$ cat src/pkg/corr_params.svh
// Constants of the correction datapath.
`ifndef CORR_PARAMS_SVH
`define CORR_PARAMS_SVH

// ================
// Register byte offsets on the Wishbone slave.
`define OFS_CTRL       8'h00
`define OFS_STATUS     8'h04
`define OFS_COEF_BASE  8'h08
`define OFS_BRIDGE     8'h34
`define OFS_TEMP       8'h38
`define NUM_COEF       11

// ================
// Coefficient word indices, counted from the coefficient base.
`define CI_GAIN_B      0
`define CI_OFFSET_B    1
`define CI_GAIN_DRIFT  2
`define CI_OFFS_DRIFT  3
`define CI_GAIN_DRIFT2 4
`define CI_OFFS_DRIFT2 5
`define CI_BRIDGE_NL   6
`define CI_TEMP_REF    7
`define CI_GAIN_T      8
`define CI_OFFSET_T    9
`define CI_TEMP_NL     10

// ================
// Field positions and reset values.
`define CTRL_CURVE_BIT 0
`define STAT_SAT_BIT   0
`define STAT_BUSY_BIT  1
`define CTRL_RST       1'b0
`define COEF_RST       18'h00000

// ================
// Saturation bounds, 19-bit signed, and sequencer figures.
`define LIM_LO         19'sh60000
`define LIM_HI         19'sh1ffff
`define LIM_ZERO       19'sh00000
`define LIM_HALF       19'sh08000
`define LIM_B_S        19'sh10000
`define LIM_B_P        19'sh0ffff
`define FRAC_BITS      15
`define LAST_STEP      5'h16

`endif

$ cat src/pkg/corr_pkg.sv
// Types shared by the correction datapath modules.
package corr_pkg;

  // ================
  // Sequencer states, one-hot.
  typedef enum logic [2:0] {
    ST_IDLE = 3'b001,
    ST_RUN  = 3'b010,
    ST_DONE = 3'b100
  } seq_state_t;

  // Destination of one arithmetic step.
  typedef enum logic [3:0] {
    DST_DT, DST_K1, DST_K2, DST_Z, DST_ZT, DST_ACC, DST_M, DST_BR, DST_TP
  } dest_t;

  // One extra bit above 18 so that the magnitude of -2^17 is representable.
  typedef logic signed [18:0] opnd_t;

  // One ALU instruction: operands, saturation window and destination.
  typedef struct packed {
    logic  mul;
    opnd_t a;
    opnd_t b;
    opnd_t lo;
    opnd_t hi;
    dest_t dst;
  } alu_op_t;

  // Measurement result handed to the output interface.
  typedef struct packed {
    logic [7:0]  status;
    logic [16:0] bridge;
    logic [16:0] temp;
  } corr_result_t;

endpackage : corr_pkg

$ cat src/rtl/corr_alu.sv
// Saturating add or multiply-and-shift unit used by every correction step.
`timescale 1ns/100ps
`include "corr_params.svh"

module corr_alu (
  input  corr_pkg::alu_op_t op_i,  // Operation, operands and bounds.
  output corr_pkg::opnd_t   res_o, // Bounded result.
  output logic              sat_o  // High when the result was clamped.
);
  import corr_pkg::*;

  // ================
  // Full-width arithmetic.
  logic signed [37:0] prod;  // Exact 19x19 product.
  logic signed [37:0] val;   // Unbounded result.
  logic signed [37:0] lo_x;  // Lower bound at full width.
  logic signed [37:0] hi_x;  // Upper bound at full width.

  // The product keeps every bit, so nothing is lost before bounding.
  assign prod = $signed(op_i.a) * $signed(op_i.b);

  // Select, then clamp. The shift rounds toward minus infinity.
  always_comb begin
    if (op_i.mul) begin
      val = prod >>> `FRAC_BITS;  // see RULE12
    end else begin
      val = 38'(op_i.a) + 38'(op_i.b);
    end
    lo_x  = 38'(op_i.lo);
    hi_x  = 38'(op_i.hi);
    sat_o = 1'b0;
    if (val > hi_x) begin
      res_o = op_i.hi;  // see RULE9
      sat_o = 1'b1;
    end else if (val < lo_x) begin
      res_o = op_i.lo;  // see RULE9
      sat_o = 1'b1;
    end else begin
      res_o = val[18:0];
    end
  end

endmodule : corr_alu

$ cat src/rtl/sensor_correction_math.sv
// Sequenced bridge and temperature correction, Wishbone registers.
`timescale 1ns/100ps
`include "corr_params.svh"

// Behaviour
// RULE1 - Curve select 1: S-curve intermediate, saturated twice.
// RULE2 - S-curve bridge output clamped to 0..2^16.
// RULE3 - Temperature: gain, offset, always parabolic second order.
// RULE4 - Temperature done as intermediate then corrected output.
// RULE5 - Temperature intermediate: add, scale, offset, clamp.
// RULE6 - Corrected temperature clamped to 0..2^17-1.
// RULE7 - Raw temperature is signed 18-bit auto-zero reading.
// RULE8 - Temperature offset is signed 18-bit, added first.
// RULE9 - Every bound clamps and records saturation.
// RULE10 - Saturation in status bit 0; output still delivered.
// RULE11 - Gain and offset drift factors, each step saturated.
// RULE12 - Divide by 2^15 as shift of full product.
// RULE13 - Start on new reading, pulse done when ready.
module sensor_correction_math #(
  parameter int RAW_W = 18                  // Width of raw readings.
) (
  input  logic                   clk_i,     // 200 MHz system clock.
  input  logic                   rst_i,     // Synchronous reset, active high.
  input  logic                   wb_cyc_i,  // Wishbone cycle.
  input  logic                   wb_stb_i,  // Wishbone strobe.
  input  logic                   wb_we_i,   // Wishbone write enable.
  input  logic [7:0]             wb_adr_i,  // Wishbone byte address.
  input  logic [3:0]             wb_sel_i,  // Wishbone byte lanes.
  input  logic [31:0]            wb_dat_i,  // Wishbone write data.
  output logic [31:0]            wb_dat_o,  // Wishbone read data.
  output logic                   wb_ack_o,  // Wishbone acknowledge.
  input  logic                   raw_valid_i,  // New auto-zero reading pulse.
  input  logic [RAW_W-1:0]       raw_bridge_i, // Raw bridge reading, signed.
  input  logic [RAW_W-1:0]       raw_temp_i,   // Raw temperature, signed.
  output logic                   done_o,    // Result ready pulse.
  output corr_pkg::corr_result_t result_o   // Corrected outputs and status.
);
  import corr_pkg::*;

  // ================
  // Parameter check.
  // The arithmetic bounds are fixed to 18-bit signed operands.
  if (RAW_W != 18) begin : g_bad_width
    $error("RAW_W must be 18");
  end

  // ================
  // Helper functions.

  // Sign-extend an 18-bit value into an operand.
  function automatic opnd_t sx(input logic [17:0] v);
    sx = {v[17], v};
  endfunction : sx

  // Build one ALU instruction.
  function automatic alu_op_t mk(input logic mul, input opnd_t a, input opnd_t b,
                                 input opnd_t lo, input opnd_t hi, input dest_t dst);
    mk = '{mul, a, b, lo, hi, dst};
  endfunction : mk

  // Byte-lane merge of a write into an old word.
  function automatic logic [31:0] merge(input logic [31:0] o, input logic [31:0] n,
                                        input logic [3:0] s);
    merge = o;
    for (int i = 0; i < 4; i++) begin
      if (s[i]) begin
        merge[8*i +: 8] = n[8*i +: 8];
      end
    end
  endfunction : merge

  // True when an aligned address falls on a coefficient word.
  function automatic logic coef_hit(input logic [7:0] a);
    coef_hit = (a >= `OFS_COEF_BASE) && (a < `OFS_BRIDGE);
  endfunction : coef_hit

  // Coefficient index of an aligned address.
  function automatic logic [3:0] coef_idx(input logic [7:0] a);
    logic [7:0] d;
    d = a - `OFS_COEF_BASE;
    coef_idx = d[5:2];
  endfunction : coef_idx

  // ================
  // Declarations.
  logic [7:0]   aw;                        // Word-aligned bus address.
  logic         wr_en;                     // Write accepted this cycle.
  logic         ack_reg;                   // Registered acknowledge.
  logic [31:0]  rd_next;                   // Read data to be registered.
  logic [31:0]  rd_reg;                    // Registered read data.
  logic         ctrl_reg;                  // Curve shape select.
  logic [31:0]  ctrl_merged;               // Control word after a write.
  logic [31:0]  coef_merged;               // Coefficient word after a write.
  logic [17:0]  coef_reg [`NUM_COEF];      // Calibration coefficients.
  opnd_t        cx [`NUM_COEF];            // Sign-extended coefficients.
  seq_state_t   state_reg;                 // Sequencer state.
  logic [4:0]   step_reg;                  // Current arithmetic step.
  logic         sat_reg;                   // Saturation seen this run.
  opnd_t        braw_reg;                  // Latched raw bridge reading.
  opnd_t        traw_reg;                  // Latched raw temperature.
  opnd_t        dt_reg;                    // Temperature difference.
  opnd_t        k1_reg;                    // Temperature gain factor.
  opnd_t        k2_reg;                    // Offset-corrected bridge value.
  opnd_t        z_reg;                     // Bridge intermediate.
  opnd_t        zt_reg;                    // Temperature intermediate.
  opnd_t        acc_reg;                   // Scratch sum.
  opnd_t        m_reg;                     // Scratch product.
  opnd_t        br_reg;                    // Corrected bridge value.
  opnd_t        zabs;                      // Magnitude of the intermediate.
  logic         curve_s;                   // S-curve mode selected.
  alu_op_t      op;                        // Instruction of this step.
  opnd_t        alu_res;                   // ALU result.
  logic         alu_sat;                   // ALU clamped this step.
  corr_result_t result_reg;                // Delivered result.
  logic         done_reg;                  // Done pulse.

  // ================
  // Wishbone slave.

  assign aw    = {wb_adr_i[7:2], 2'b00};
  assign wr_en = wb_cyc_i & wb_stb_i & wb_we_i & ~ack_reg;

  // Answer every request, mapped or not, one cycle after it appears.
  always_ff @(posedge clk_i) begin
    if (rst_i) begin
      ack_reg <= 1'b0;
    end else begin
      ack_reg <= wb_cyc_i & wb_stb_i & ~ack_reg;
    end
  end

  // Merged write words; only the bytes named by sel change.
  assign ctrl_merged = merge({31'h0, ctrl_reg}, wb_dat_i, wb_sel_i);
  assign coef_merged = merge({14'h0, coef_reg[coef_idx(aw)]}, wb_dat_i, wb_sel_i);

  // Control register. A change in mid-run takes effect from the next step.
  always_ff @(posedge clk_i) begin
    if (rst_i) begin
      ctrl_reg <= `CTRL_RST;
    end else if (wr_en && aw == `OFS_CTRL) begin
      ctrl_reg <= ctrl_merged[`CTRL_CURVE_BIT];
    end
  end

  // Coefficient words, one register each.
  for (genvar g = 0; g < `NUM_COEF; g++) begin : g_coef
    always_ff @(posedge clk_i) begin
      if (rst_i) begin
        coef_reg[g] <= `COEF_RST;
      end else if (wr_en && coef_hit(aw) && coef_idx(aw) == 4'(g)) begin
        coef_reg[g] <= coef_merged[17:0];  // see RULE8
      end
    end
    assign cx[g] = sx(coef_reg[g]);
  end

  // Read mux. Unmapped words and bits above the fields read as zero.
  always_comb begin
    rd_next = 32'h0;
    if (coef_hit(aw)) begin
      rd_next = {14'h0, coef_reg[coef_idx(aw)]};
    end else begin
      unique case (aw)
        `OFS_CTRL:   rd_next[`CTRL_CURVE_BIT] = ctrl_reg;
        `OFS_STATUS: begin
          rd_next[`STAT_SAT_BIT]  = result_reg.status[`STAT_SAT_BIT];
          rd_next[`STAT_BUSY_BIT] = (state_reg != ST_IDLE);
        end
        `OFS_BRIDGE: rd_next = {15'h0, result_reg.bridge};
        `OFS_TEMP:   rd_next = {15'h0, result_reg.temp};
        default:     rd_next = 32'h0;
      endcase
    end
  end

  // Read data is captured with the acknowledge.
  always_ff @(posedge clk_i) begin
    if (rst_i) begin
      rd_reg <= 32'h0;
    end else if (wb_cyc_i && wb_stb_i && !ack_reg) begin
      rd_reg <= rd_next;
    end
  end

  assign wb_ack_o = ack_reg;
  assign wb_dat_o = rd_reg;

  // ================
  // Step table.
  // One shared ALU walks the equations in order; area is traded for 23 cycles.

  assign curve_s = ctrl_reg;
  assign zabs    = z_reg[18] ? -z_reg : z_reg;

  always_comb begin
    unique case (step_reg)
      // Temperature difference and gain factor.
      5'h00: op = mk(1'b0, traw_reg, -cx[`CI_TEMP_REF], `LIM_LO, `LIM_HI, DST_DT);
      5'h01: op = mk(1'b1, cx[`CI_GAIN_DRIFT2], dt_reg, `LIM_LO, `LIM_HI, DST_M); // see RULE11
      5'h02: op = mk(1'b0, m_reg, cx[`CI_GAIN_DRIFT], `LIM_LO, `LIM_HI, DST_ACC);
      5'h03: op = mk(1'b1, dt_reg, acc_reg, `LIM_LO, `LIM_HI, DST_M);
      5'h04: op = mk(1'b0, `LIM_HALF, m_reg, `LIM_LO, `LIM_HI, DST_K1);  // see RULE11
      // Offset-corrected bridge value.
      5'h05: op = mk(1'b1, cx[`CI_OFFS_DRIFT2], dt_reg, `LIM_LO, `LIM_HI, DST_M);
      5'h06: op = mk(1'b0, m_reg, cx[`CI_OFFS_DRIFT], `LIM_LO, `LIM_HI, DST_ACC);
      5'h07: op = mk(1'b1, dt_reg, acc_reg, `LIM_LO, `LIM_HI, DST_M);
      5'h08: op = mk(1'b0, braw_reg, m_reg, `LIM_LO, `LIM_HI, DST_ACC);
      5'h09: op = mk(1'b0, cx[`CI_OFFSET_B], acc_reg, `LIM_LO, `LIM_HI, DST_K2); // see RULE11
      // Bridge intermediate.
      5'h0a: op = mk(1'b1, k1_reg, k2_reg, `LIM_LO, `LIM_HI, DST_M);  // see RULE1
      5'h0b: op = mk(1'b1, cx[`CI_GAIN_B], m_reg, `LIM_LO, `LIM_HI, DST_Z); // see RULE1
      5'h0c: begin
        if (curve_s) begin
          op = mk(1'b0, z_reg, `LIM_ZERO, `LIM_LO, `LIM_HI, DST_Z);  // see RULE1
        end else begin
          op = mk(1'b0, z_reg, `LIM_HALF, `LIM_ZERO, `LIM_HI, DST_Z);
        end
      end
      // Bridge nonlinearity; the S-curve uses the magnitude.
      5'h0d: op = mk(1'b1, cx[`CI_BRIDGE_NL], curve_s ? zabs : z_reg, `LIM_LO, `LIM_HI,
                     DST_M);  // see RULE2
      5'h0e: op = mk(1'b0, m_reg, `LIM_HALF, `LIM_LO, `LIM_HI, DST_ACC);
      5'h0f: op = mk(1'b1, z_reg, acc_reg, `LIM_LO, `LIM_HI, DST_M);
      5'h10: begin
        if (curve_s) begin
          op = mk(1'b0, m_reg, `LIM_HALF, `LIM_ZERO, `LIM_B_S, DST_BR);  // see RULE2
        end else begin
          op = mk(1'b0, m_reg, `LIM_ZERO, `LIM_ZERO, `LIM_B_P, DST_BR);
        end
      end
      // Temperature intermediate, always the parabolic form.
      5'h11: op = mk(1'b0, traw_reg, cx[`CI_OFFSET_T], `LIM_LO, `LIM_HI, DST_ACC); // see RULE5
      5'h12: op = mk(1'b1, cx[`CI_GAIN_T], acc_reg, `LIM_LO, `LIM_HI, DST_M);  // see RULE5
      5'h13: op = mk(1'b0, m_reg, `LIM_HALF, `LIM_ZERO, `LIM_HI, DST_ZT);  // see RULE4
      // Corrected temperature.
      5'h14: op = mk(1'b1, cx[`CI_TEMP_NL], zt_reg, `LIM_LO, `LIM_HI, DST_M);  // see RULE3
      5'h15: op = mk(1'b0, m_reg, `LIM_HALF, `LIM_LO, `LIM_HI, DST_ACC);  // see RULE6
      5'h16: op = mk(1'b1, zt_reg, acc_reg, `LIM_ZERO, `LIM_HI, DST_TP);  // see RULE6
      default: op = mk(1'b0, `LIM_ZERO, `LIM_ZERO, `LIM_LO, `LIM_HI, DST_M);
    endcase
  end

  // Shared arithmetic unit.
  corr_alu u_alu (
    .op_i  (op),
    .res_o (alu_res),
    .sat_o (alu_sat)
  );

  // ================
  // Sequencer.

  // A reading that arrives while busy is ignored; the source paces itself by done.
  always_ff @(posedge clk_i) begin
    if (rst_i) begin
      state_reg <= ST_IDLE;
      step_reg  <= 5'h00;
    end else begin
      unique case (state_reg)
        ST_IDLE: begin
          step_reg <= 5'h00;
          if (raw_valid_i) begin
            state_reg <= ST_RUN;  // see RULE13
          end
        end
        ST_RUN: begin
          step_reg <= step_reg + 5'h01;
          if (step_reg == `LAST_STEP) begin
            state_reg <= ST_DONE;
          end
        end
        ST_DONE: state_reg <= ST_IDLE;
      endcase
    end
  end

  // Raw readings are captured at the start and held through the run.
  always_ff @(posedge clk_i) begin
    if (rst_i) begin
      braw_reg <= `LIM_ZERO;
      traw_reg <= `LIM_ZERO;
    end else if (state_reg == ST_IDLE && raw_valid_i) begin
      braw_reg <= sx(raw_bridge_i);
      traw_reg <= sx(raw_temp_i);  // see RULE7
    end
  end

  // Saturation flag gathers every clamp of the run.
  always_ff @(posedge clk_i) begin
    if (rst_i) begin
      sat_reg <= 1'b0;
    end else if (state_reg == ST_IDLE) begin
      sat_reg <= 1'b0;
    end else if (state_reg == ST_RUN && alu_sat) begin
      sat_reg <= 1'b1;  // see RULE9
    end
  end

  // Datapath registers, written by the step destination.
  always_ff @(posedge clk_i) begin
    if (rst_i) begin
      dt_reg  <= `LIM_ZERO;
      k1_reg  <= `LIM_ZERO;
      k2_reg  <= `LIM_ZERO;
      z_reg   <= `LIM_ZERO;
      zt_reg  <= `LIM_ZERO;
      acc_reg <= `LIM_ZERO;
      m_reg   <= `LIM_ZERO;
      br_reg  <= `LIM_ZERO;
    end else if (state_reg == ST_RUN) begin
      unique case (op.dst)
        DST_DT:  dt_reg  <= alu_res;
        DST_K1:  k1_reg  <= alu_res;
        DST_K2:  k2_reg  <= alu_res;
        DST_Z:   z_reg   <= alu_res;
        DST_ZT:  zt_reg  <= alu_res;
        DST_ACC: acc_reg <= alu_res;
        DST_BR:  br_reg  <= alu_res;
        default: m_reg   <= alu_res;
      endcase
    end
  end

  // Result and done pulse. The outputs are delivered even after a clamp.
  always_ff @(posedge clk_i) begin
    if (rst_i) begin
      result_reg <= '0;
      done_reg   <= 1'b0;
    end else begin
      done_reg <= 1'b0;
      if (state_reg == ST_RUN && step_reg == `LAST_STEP) begin
        result_reg.status                <= 8'h00;
        result_reg.status[`STAT_SAT_BIT] <= sat_reg | alu_sat;  // see RULE10
        result_reg.bridge                <= br_reg[16:0];
        result_reg.temp                  <= alu_res[16:0];
        done_reg                         <= 1'b1;  // see RULE13
      end
    end
  end

  assign done_o   = done_reg;
  assign result_o = result_reg;

endmodule : sensor_correction_math

$ cat config.mk
export PLATFORM = sky130hd
export DESIGN_NAME = sensor_correction_math
export DESIGN_NICKNAME = d
export VERILOG_FILES = /design/src/pkg/corr_pkg.sv /design/src/rtl/corr_alu.sv /design/src/rtl/sensor_correction_math.sv
export VERILOG_INCLUDE_DIRS = /design/src /design/src/pkg
export SDC_FILE = /design/constraint.sdc
export NUM_CORES = 2
export LEC_CHECK = 0
export ABC_AREA = 1
export CORE_ASPECT_RATIO = 1.75
export CORE_MARGIN = 3
export CORE_UTILIZATION = 60
export DETAILED_ROUTE_END_ITERATION = 10
export DONT_BUFFER_PORTS = 1
export HOLD_SLACK_MARGIN = 0.15
export PLACE_DENSITY = 0.85
export SLEW_MARGIN = 20
export SYNTH_ARGS = -nofsm -noshare
export SYNTH_HDL_FRONTEND = slang
export SYNTH_SLANG_ARGS = --single-unit
$ cat constraint.sdc
create_clock -name clk_i -period 9.15 [get_ports clk_i]
set_clock_uncertainty 0.05 [all_clocks]
set_input_delay 0.4575 -clock clk_i [delete_from_list [all_inputs] [get_ports clk_i]]
set_output_delay 0.4575 -clock clk_i [all_outputs]
set_load 0.03 [all_outputs]
==> results of run 1 <==
-- metal layers --
| layer | track usage | overflow |
|---|---|---|
| met1 | 0.591 | 0 |
| met2 | 0.896 | 1 |
| met3 | 0.288 | 1 |
| met4 | 0.715 | 8 |
| met5 | 0.0222 | 0 |
-- timing repair --
action	4_1_cts
endpoints found under the hold margin	199
hold buffers	38
endpoints found under the setup margin	169
setup buffers	46
gates cloned	10
gates resized for setup	175
pin swaps	24
-- cell families after synthesis --
logic type,Yosys count,synth area share
AOI/OAI and AO/OA,800,0.129
xor gates and xnor gates,40,0.00905
adders and majority gates,527,0.242
buffers and inverters,1293,0.130
DFF,449,0.283
muxes,18,0.00465
other,1,0.0000968
and+or+nand+nor,1917,0.202
-- per-stage QoR --
| step | area [sq um] | hold slack (ns) | setup slack (ns) | std cells |
|---|---|---|---|---|
| after floorplan | 38900 | 0.389 | 0.000444 | 5065 |
| after global placement | 45100 | 0.420 | -1.58 | 6353 |
| after detailed placement | 45100 | 0.427 | -1.72 | 6353 |
| after CTS | 48100 | 0.179 | -1.11 | 6519 |
==> flow_results.org, run 1 <==
** Status
- Status :: stopped before the end
- Stage where the run ended :: global routing
- Error Message :: [ERROR GRT-0116] Global routing finished with congestion. Check the congestion regions in the DRC Viewer.

** Placed design
- At the end of routability-driven placement, the weighted congestion stood at 1.14.
- HPWL after detailed placement :: 144000 um
- During placement, the flow inserted port buffers numbering 0.

** Logic synthesis
- In the post-synthesis netlist, the biggest area contributors are fa_1 (19%), edfxtp_1 (15%), dfxtp_1 (13%).
- Fraction of synthesis flops using an asynchronous set or reset pin :: 0
- The synthesized netlist occupies a cell area of 0.0387 sq mm.
- Counting flops with a built-in enable in the synthesized netlist gives 198.
- Register bit total from synthesis :: 449
- Among all cell types in the netlist, the one instantiated most often is inv_1.
- Number of warning messages in the yosys log :: 0
- Synthesis produced a netlist whose cell count is 5045.
- Number of different library cells in the post-synthesis netlist :: 63
- Average cell area after synthesis :: 7.68 sq um
- Top_reg_cell synth :: dfxtp_1
- Yosys top cell by area :: fa_1
- After synthesis, the most frequently instantiated cells are inv_1 (1030), nand2_1 (958), nor2_1 (587), fa_1 (370), nand3_1 (257).
- Of the synthesized area, sequential elements account for 0.283.
- Share of the synthesized area in the top cell type :: 0.191

** Clock tree
- The clock drives 449 sinks.
- Clock root buffer :: clkbuf_16
- Buffers inserted during clock tree synthesis total 39.
- Counting along the longest clock path gives a buffer depth of 3.
- Maximum level of the CTS H-tree :: 2

** Global route
- Global routing finished with a remaining overflow of 10.
- First-pass GRT wire length :: 302000 um
- Pin count of the biggest net entering global routing :: 164
- Across every metal layer, demand over resource in global routing totals 0.617.
- The via count of the first global-routing pass is 45500.

** Floorplanning
- Die Width :: 198 um
- The die is 342 um tall.
- For this configuration, the core starts out at a cell density of 0.608.
- Number of rows created at floorplan :: 122
- During I/O placement, the number of pins put on the boundary was 162.
==> run 2: changes to the inputs <==
Settings changed: CORE_ASPECT_RATIO 1.75 to default, CORE_UTILIZATION 60 to 40, HOLD_SLACK_MARGIN 0.15 to default, PLACE_DENSITY 0.85 to default, PLACE_DENSITY_LB_ADDON from default to 0.15.
Clock period 9.15 ns to 11.9 ns, I/O delays scaled along.
==> flow_results.org, run 2 <==
** Status
- The flow ran to the end, and the final reports show no timing, DRC or antenna violations.

** Global route
- Initial antenna violation count :: 6
- Across every metal layer, demand over resource in global routing totals 0.325.
- Entering global routing, the biggest net connects 165 pins.
- First-pass GRT wire length :: 238000 um
- Global routing finished with a remaining overflow of 0.
- Via count of the first global-routing pass :: 34900

** Worst setup path
- The worst register-to-register path ends at zt_reg[16]$_SDFFE_PP0P_.
- Slowest CP cell :: a211oi_1
- Number of logic stages on the critical path including buffering :: 54
- Cell repeated most along the worst path :: inv_1
- At the worst endpoint, the arrival time is 11.71 ns.
- The critical path contains buffers and inverters numbering 12 combined.
- Critical path startpoint category :: flop
- Worst reg2reg setup slack :: 0.62 ns
- Critical path origin :: step_reg[0]$_SDFFE_PP0P_
- CP top delay family :: adder cells
- For the worst flop-to-flop path, the logic depth is 54.
- Required time at the endpoint of the critical path :: 12.33 ns
- Capture point of the critical path :: zt_reg[16]$_SDFFE_PP0P_
- By startpoint and endpoint, the worst setup path is classified as reg -> reg.
- Peak per-stage delay on the critical path :: 0.75 ns
- RR Startpoint :: step_reg[0]$_SDFFE_PP0P_
- In this run the worst path has a maximum fanout of 13.
- Capturing element type of the critical path :: flop

** Final layout
- Most common library cell in the layout ignoring fill and taps :: inv_1
- At the end of the flow, the number of nets in the layout was 5726.
- The register with the most flip-flops in the layout has 198 of them.
- Growth of design area from synthesis to finish :: 12.1%
- In the layout the commonest cells are inv_1 (1026), nand2_1 (955), nor2_1 (573).
- Design Area, Final :: 0.0434 sq mm
- Once layout is complete, the utilization of the core stands at 0.455.
- Fraction of final layout cells with drive strength greater than 1 :: 0.0848
- Final standard cell count with taps included and fillers excluded :: 6421

** STA
- Final sum of negative setup slack :: 0 ns
- Worst hold slack :: 0.109 ns
- Share of the clock period used by the worst path :: 0.948
- Shortest clock period the worst path allows after layout :: 11.28 ns
- Setup slack closes at 0.619 ns.
- For the pin with the worst max-slew slack, the measured transition is 1.16 ns.
- Hold Violations, Final :: 0
- Endpoints failing setup :: 0
- The number of pins with negative max-slew slack in the final report is 0.
- Setup repair after global routing left no endpoint under its margin.
- Normalized max-slew margin :: 0.221
- Maximum clock frequency :: 88.6 MHz

** Route
- Per-cell routed wire length :: 25.7 um
- Before antenna repair, the detailed router went through 6 iterations.
- Post-detailed-route DRC marker count :: 0
- Once detail routing completed, the nets flagged for antenna violations numbered 0.
- Drt via density :: 5.59
- Total wire length after detailed routing :: 165000 um
- Iteration-0 DRC count of the detailed router :: 4416
- Overall via count from detail_route :: 35900

** Floorplanning
- Die Width :: 317 um
- Standard cell core area :: 0.0954 sq mm
- Vertical die dimension :: 317 um
- In this run the core area contains 113 standard-cell rows.
- The floorplan step defined a die boundary enclosing 0.101 sq mm.
- The initial utilization of the core area, before any placement, comes to 0.406.
- During I/O placement, the number of pins put on the boundary was 162.

** Placed design
- Once placement finished, the instance area stood at 0.0415 sq mm.
- Detailed placement ended at an HPWL of 129000 um.
- Total placed cells including tap cells :: 6322
- At the placement stage, the worst setup path has a slack of 0.513 ns.
- Routability-driven placement congestion ratio :: 1.02
- Input and output buffers added on the ports amount to 0.

** Logic synthesis
- Number of warning messages in the yosys log :: 0
- The synthesized design contains 449 register bits.
- By count the netlist is led by inv_1 (1030), nand2_1 (958), nor2_1 (587), fa_1 (370), nand3_1 (257).
- Average cell area after synthesis :: 7.68 sq um
- Fraction of synthesis flops using an asynchronous set or reset pin :: 0
- Number of different library cells in the post-synthesis netlist :: 63
- Top cells by area, synth :: fa_1 (19%), edfxtp_1 (15%), dfxtp_1 (13%)
- fa_1 takes more of the synthesized area than any other cell.
- Cell with the most instances after synthesis :: inv_1
- Post-synth EDFFs :: 198
- Post-Synthesis Cells :: 5045
- Top_reg_cell synth :: dfxtp_1
- The share of the Yosys chip area taken by registers is 0.283.
- The mapped netlist covers 0.0387 sq mm.
- Of the post-synthesis cell area, the dominant cell type holds 0.191.

** Clock tree
- Hold repair after CTS inserted 0 buffers.
- Number of buffers created by CTS :: 49
- Clock-pin slew on the worst setup and hold paths :: 0.06 ns
- Maximum level of the CTS H-tree :: 2
- The later pin in the worst-skew pair is clocked with a latency of 0.63 ns.
- The clock drives 449 sinks.
- CTS placed an instance of clkbuf_16 at the clock tree root.
- Buffer depth of the longest clock path :: 3
- Clock tree from TritonCTS :: built

** Run
- The tool flagged a number of max-cap violations equal to 0.

** Power
- PwrDens :: 333 mW/mm^2
- Total power after layout :: 14.4 mW
- VDD sags by at most 0.473 mV.
- In this run the static leakage power is 20.2 nW.

** Hold path
- Class of the most critical hold timing path :: in -> reg
run 2: cell counts after synthesis:
Identical to the previous run, type by type.
run 2: cell families (layout without fill, tap and decap cells):
| family | after synthesis | after routing | synth area share |
|---|---|---|---|
| adders and majority gates | 527 | 527 | 0.242 |
| DFF | 449 | 449 | 0.283 |
| AOI/OAI and AO/OA | 800 | 800 | 0.129 |
| buffers and inverters | 1293 | 1382 | 0.130 |
| xor gates and xnor gates | 40 | 40 | 0.00905 |
| other | 1 | 23 | 0.0000968 |
| muxes | 18 | 18 | 0.00465 |
| and+or+nand+nor | 1917 | 1917 | 0.202 |
run 2: cell type report:
cell class / instances / area (sq um)
clock buffers: 71 / 1470
fillers: 9780 / 52000
well taps: 1265 / 1580
flip-flops and latches: 449 / 11000
repair buffers: 241 / 2100
diodes: 2 / 5.00
clock inverters: 21 / 258
multi-input cells: 3323 / 23100
inverters: 1049 / 3950
run 2: worst reg2reg max path, delay by kind of cell (launching register included):
| kind | cells | cell delay, ns |
|---|---|---|
| adder cells (fa/ha/maj) | 10 | 4.42 |
| AO/OA/AOI/OAI | 13 | 2.46 |
| AND/OR/NAND/NOR | 18 | 2.29 |
| buffers and inverters | 12 | 1.46 |
| flip-flops | 1 | 0.36 |
| XOR/XNOR | 1 | 0.13 |
run 2: timing repair:
item                                   CTS  global route
setup buffers                            0             5
setup endpoints to repair                0           169
resized for setup                        0            19
endpoints found under the hold margin    0             0
run 2: routing by layer:
| layer | vias to the layer above | track usage | share of wire |
|---|---|---|---|
| li1 | 16100 | - | - |
| met1 | 17400 | 0.435 | 0.40 |
| met2 | 1980 | 0.499 | 0.43 |
| met3 | 386 | 0.0777 | 0.11 |
| met4 | 2 | 0.149 | 0.056 |
| met5 | - | 0 | 0.000067 |
run 2: worst min-delay path by stage:
stage	start	to	slack (ns)	cells past startpoint
finish	raw_bridge_i[2]	braw_reg[2]$_SDFFE_PP0P_	0.11	2
global route	rst_i	wb_dat_o[3]$_SDFFE_PP0P_	0.09	1
CTS	rst_i	wb_dat_o[14]$_SDFFE_PP0P_	0.05	1
detailed placement	br_reg[1]$_SDFFE_PP0P_	result_o[18]$_SDFFE_PP0P_	0.43	2
global placement	braw_reg[8]$_SDFFE_PP0P_	braw_reg[8]$_SDFFE_PP0P_	0.42	2
floorplan	traw_reg[13]$_SDFFE_PP0P_	traw_reg[13]$_SDFFE_PP0P_	0.39	2
run 2: power by group:
| group | internal (mW) | switching, mW |
|---|---|---|
| sequential | 1.66 | 0.0441 |
| combinational | 4.20 | 6.89 |
| clock | 0.968 | 0.691 |
No activity file was read; power rests on OpenSTA's default activity.
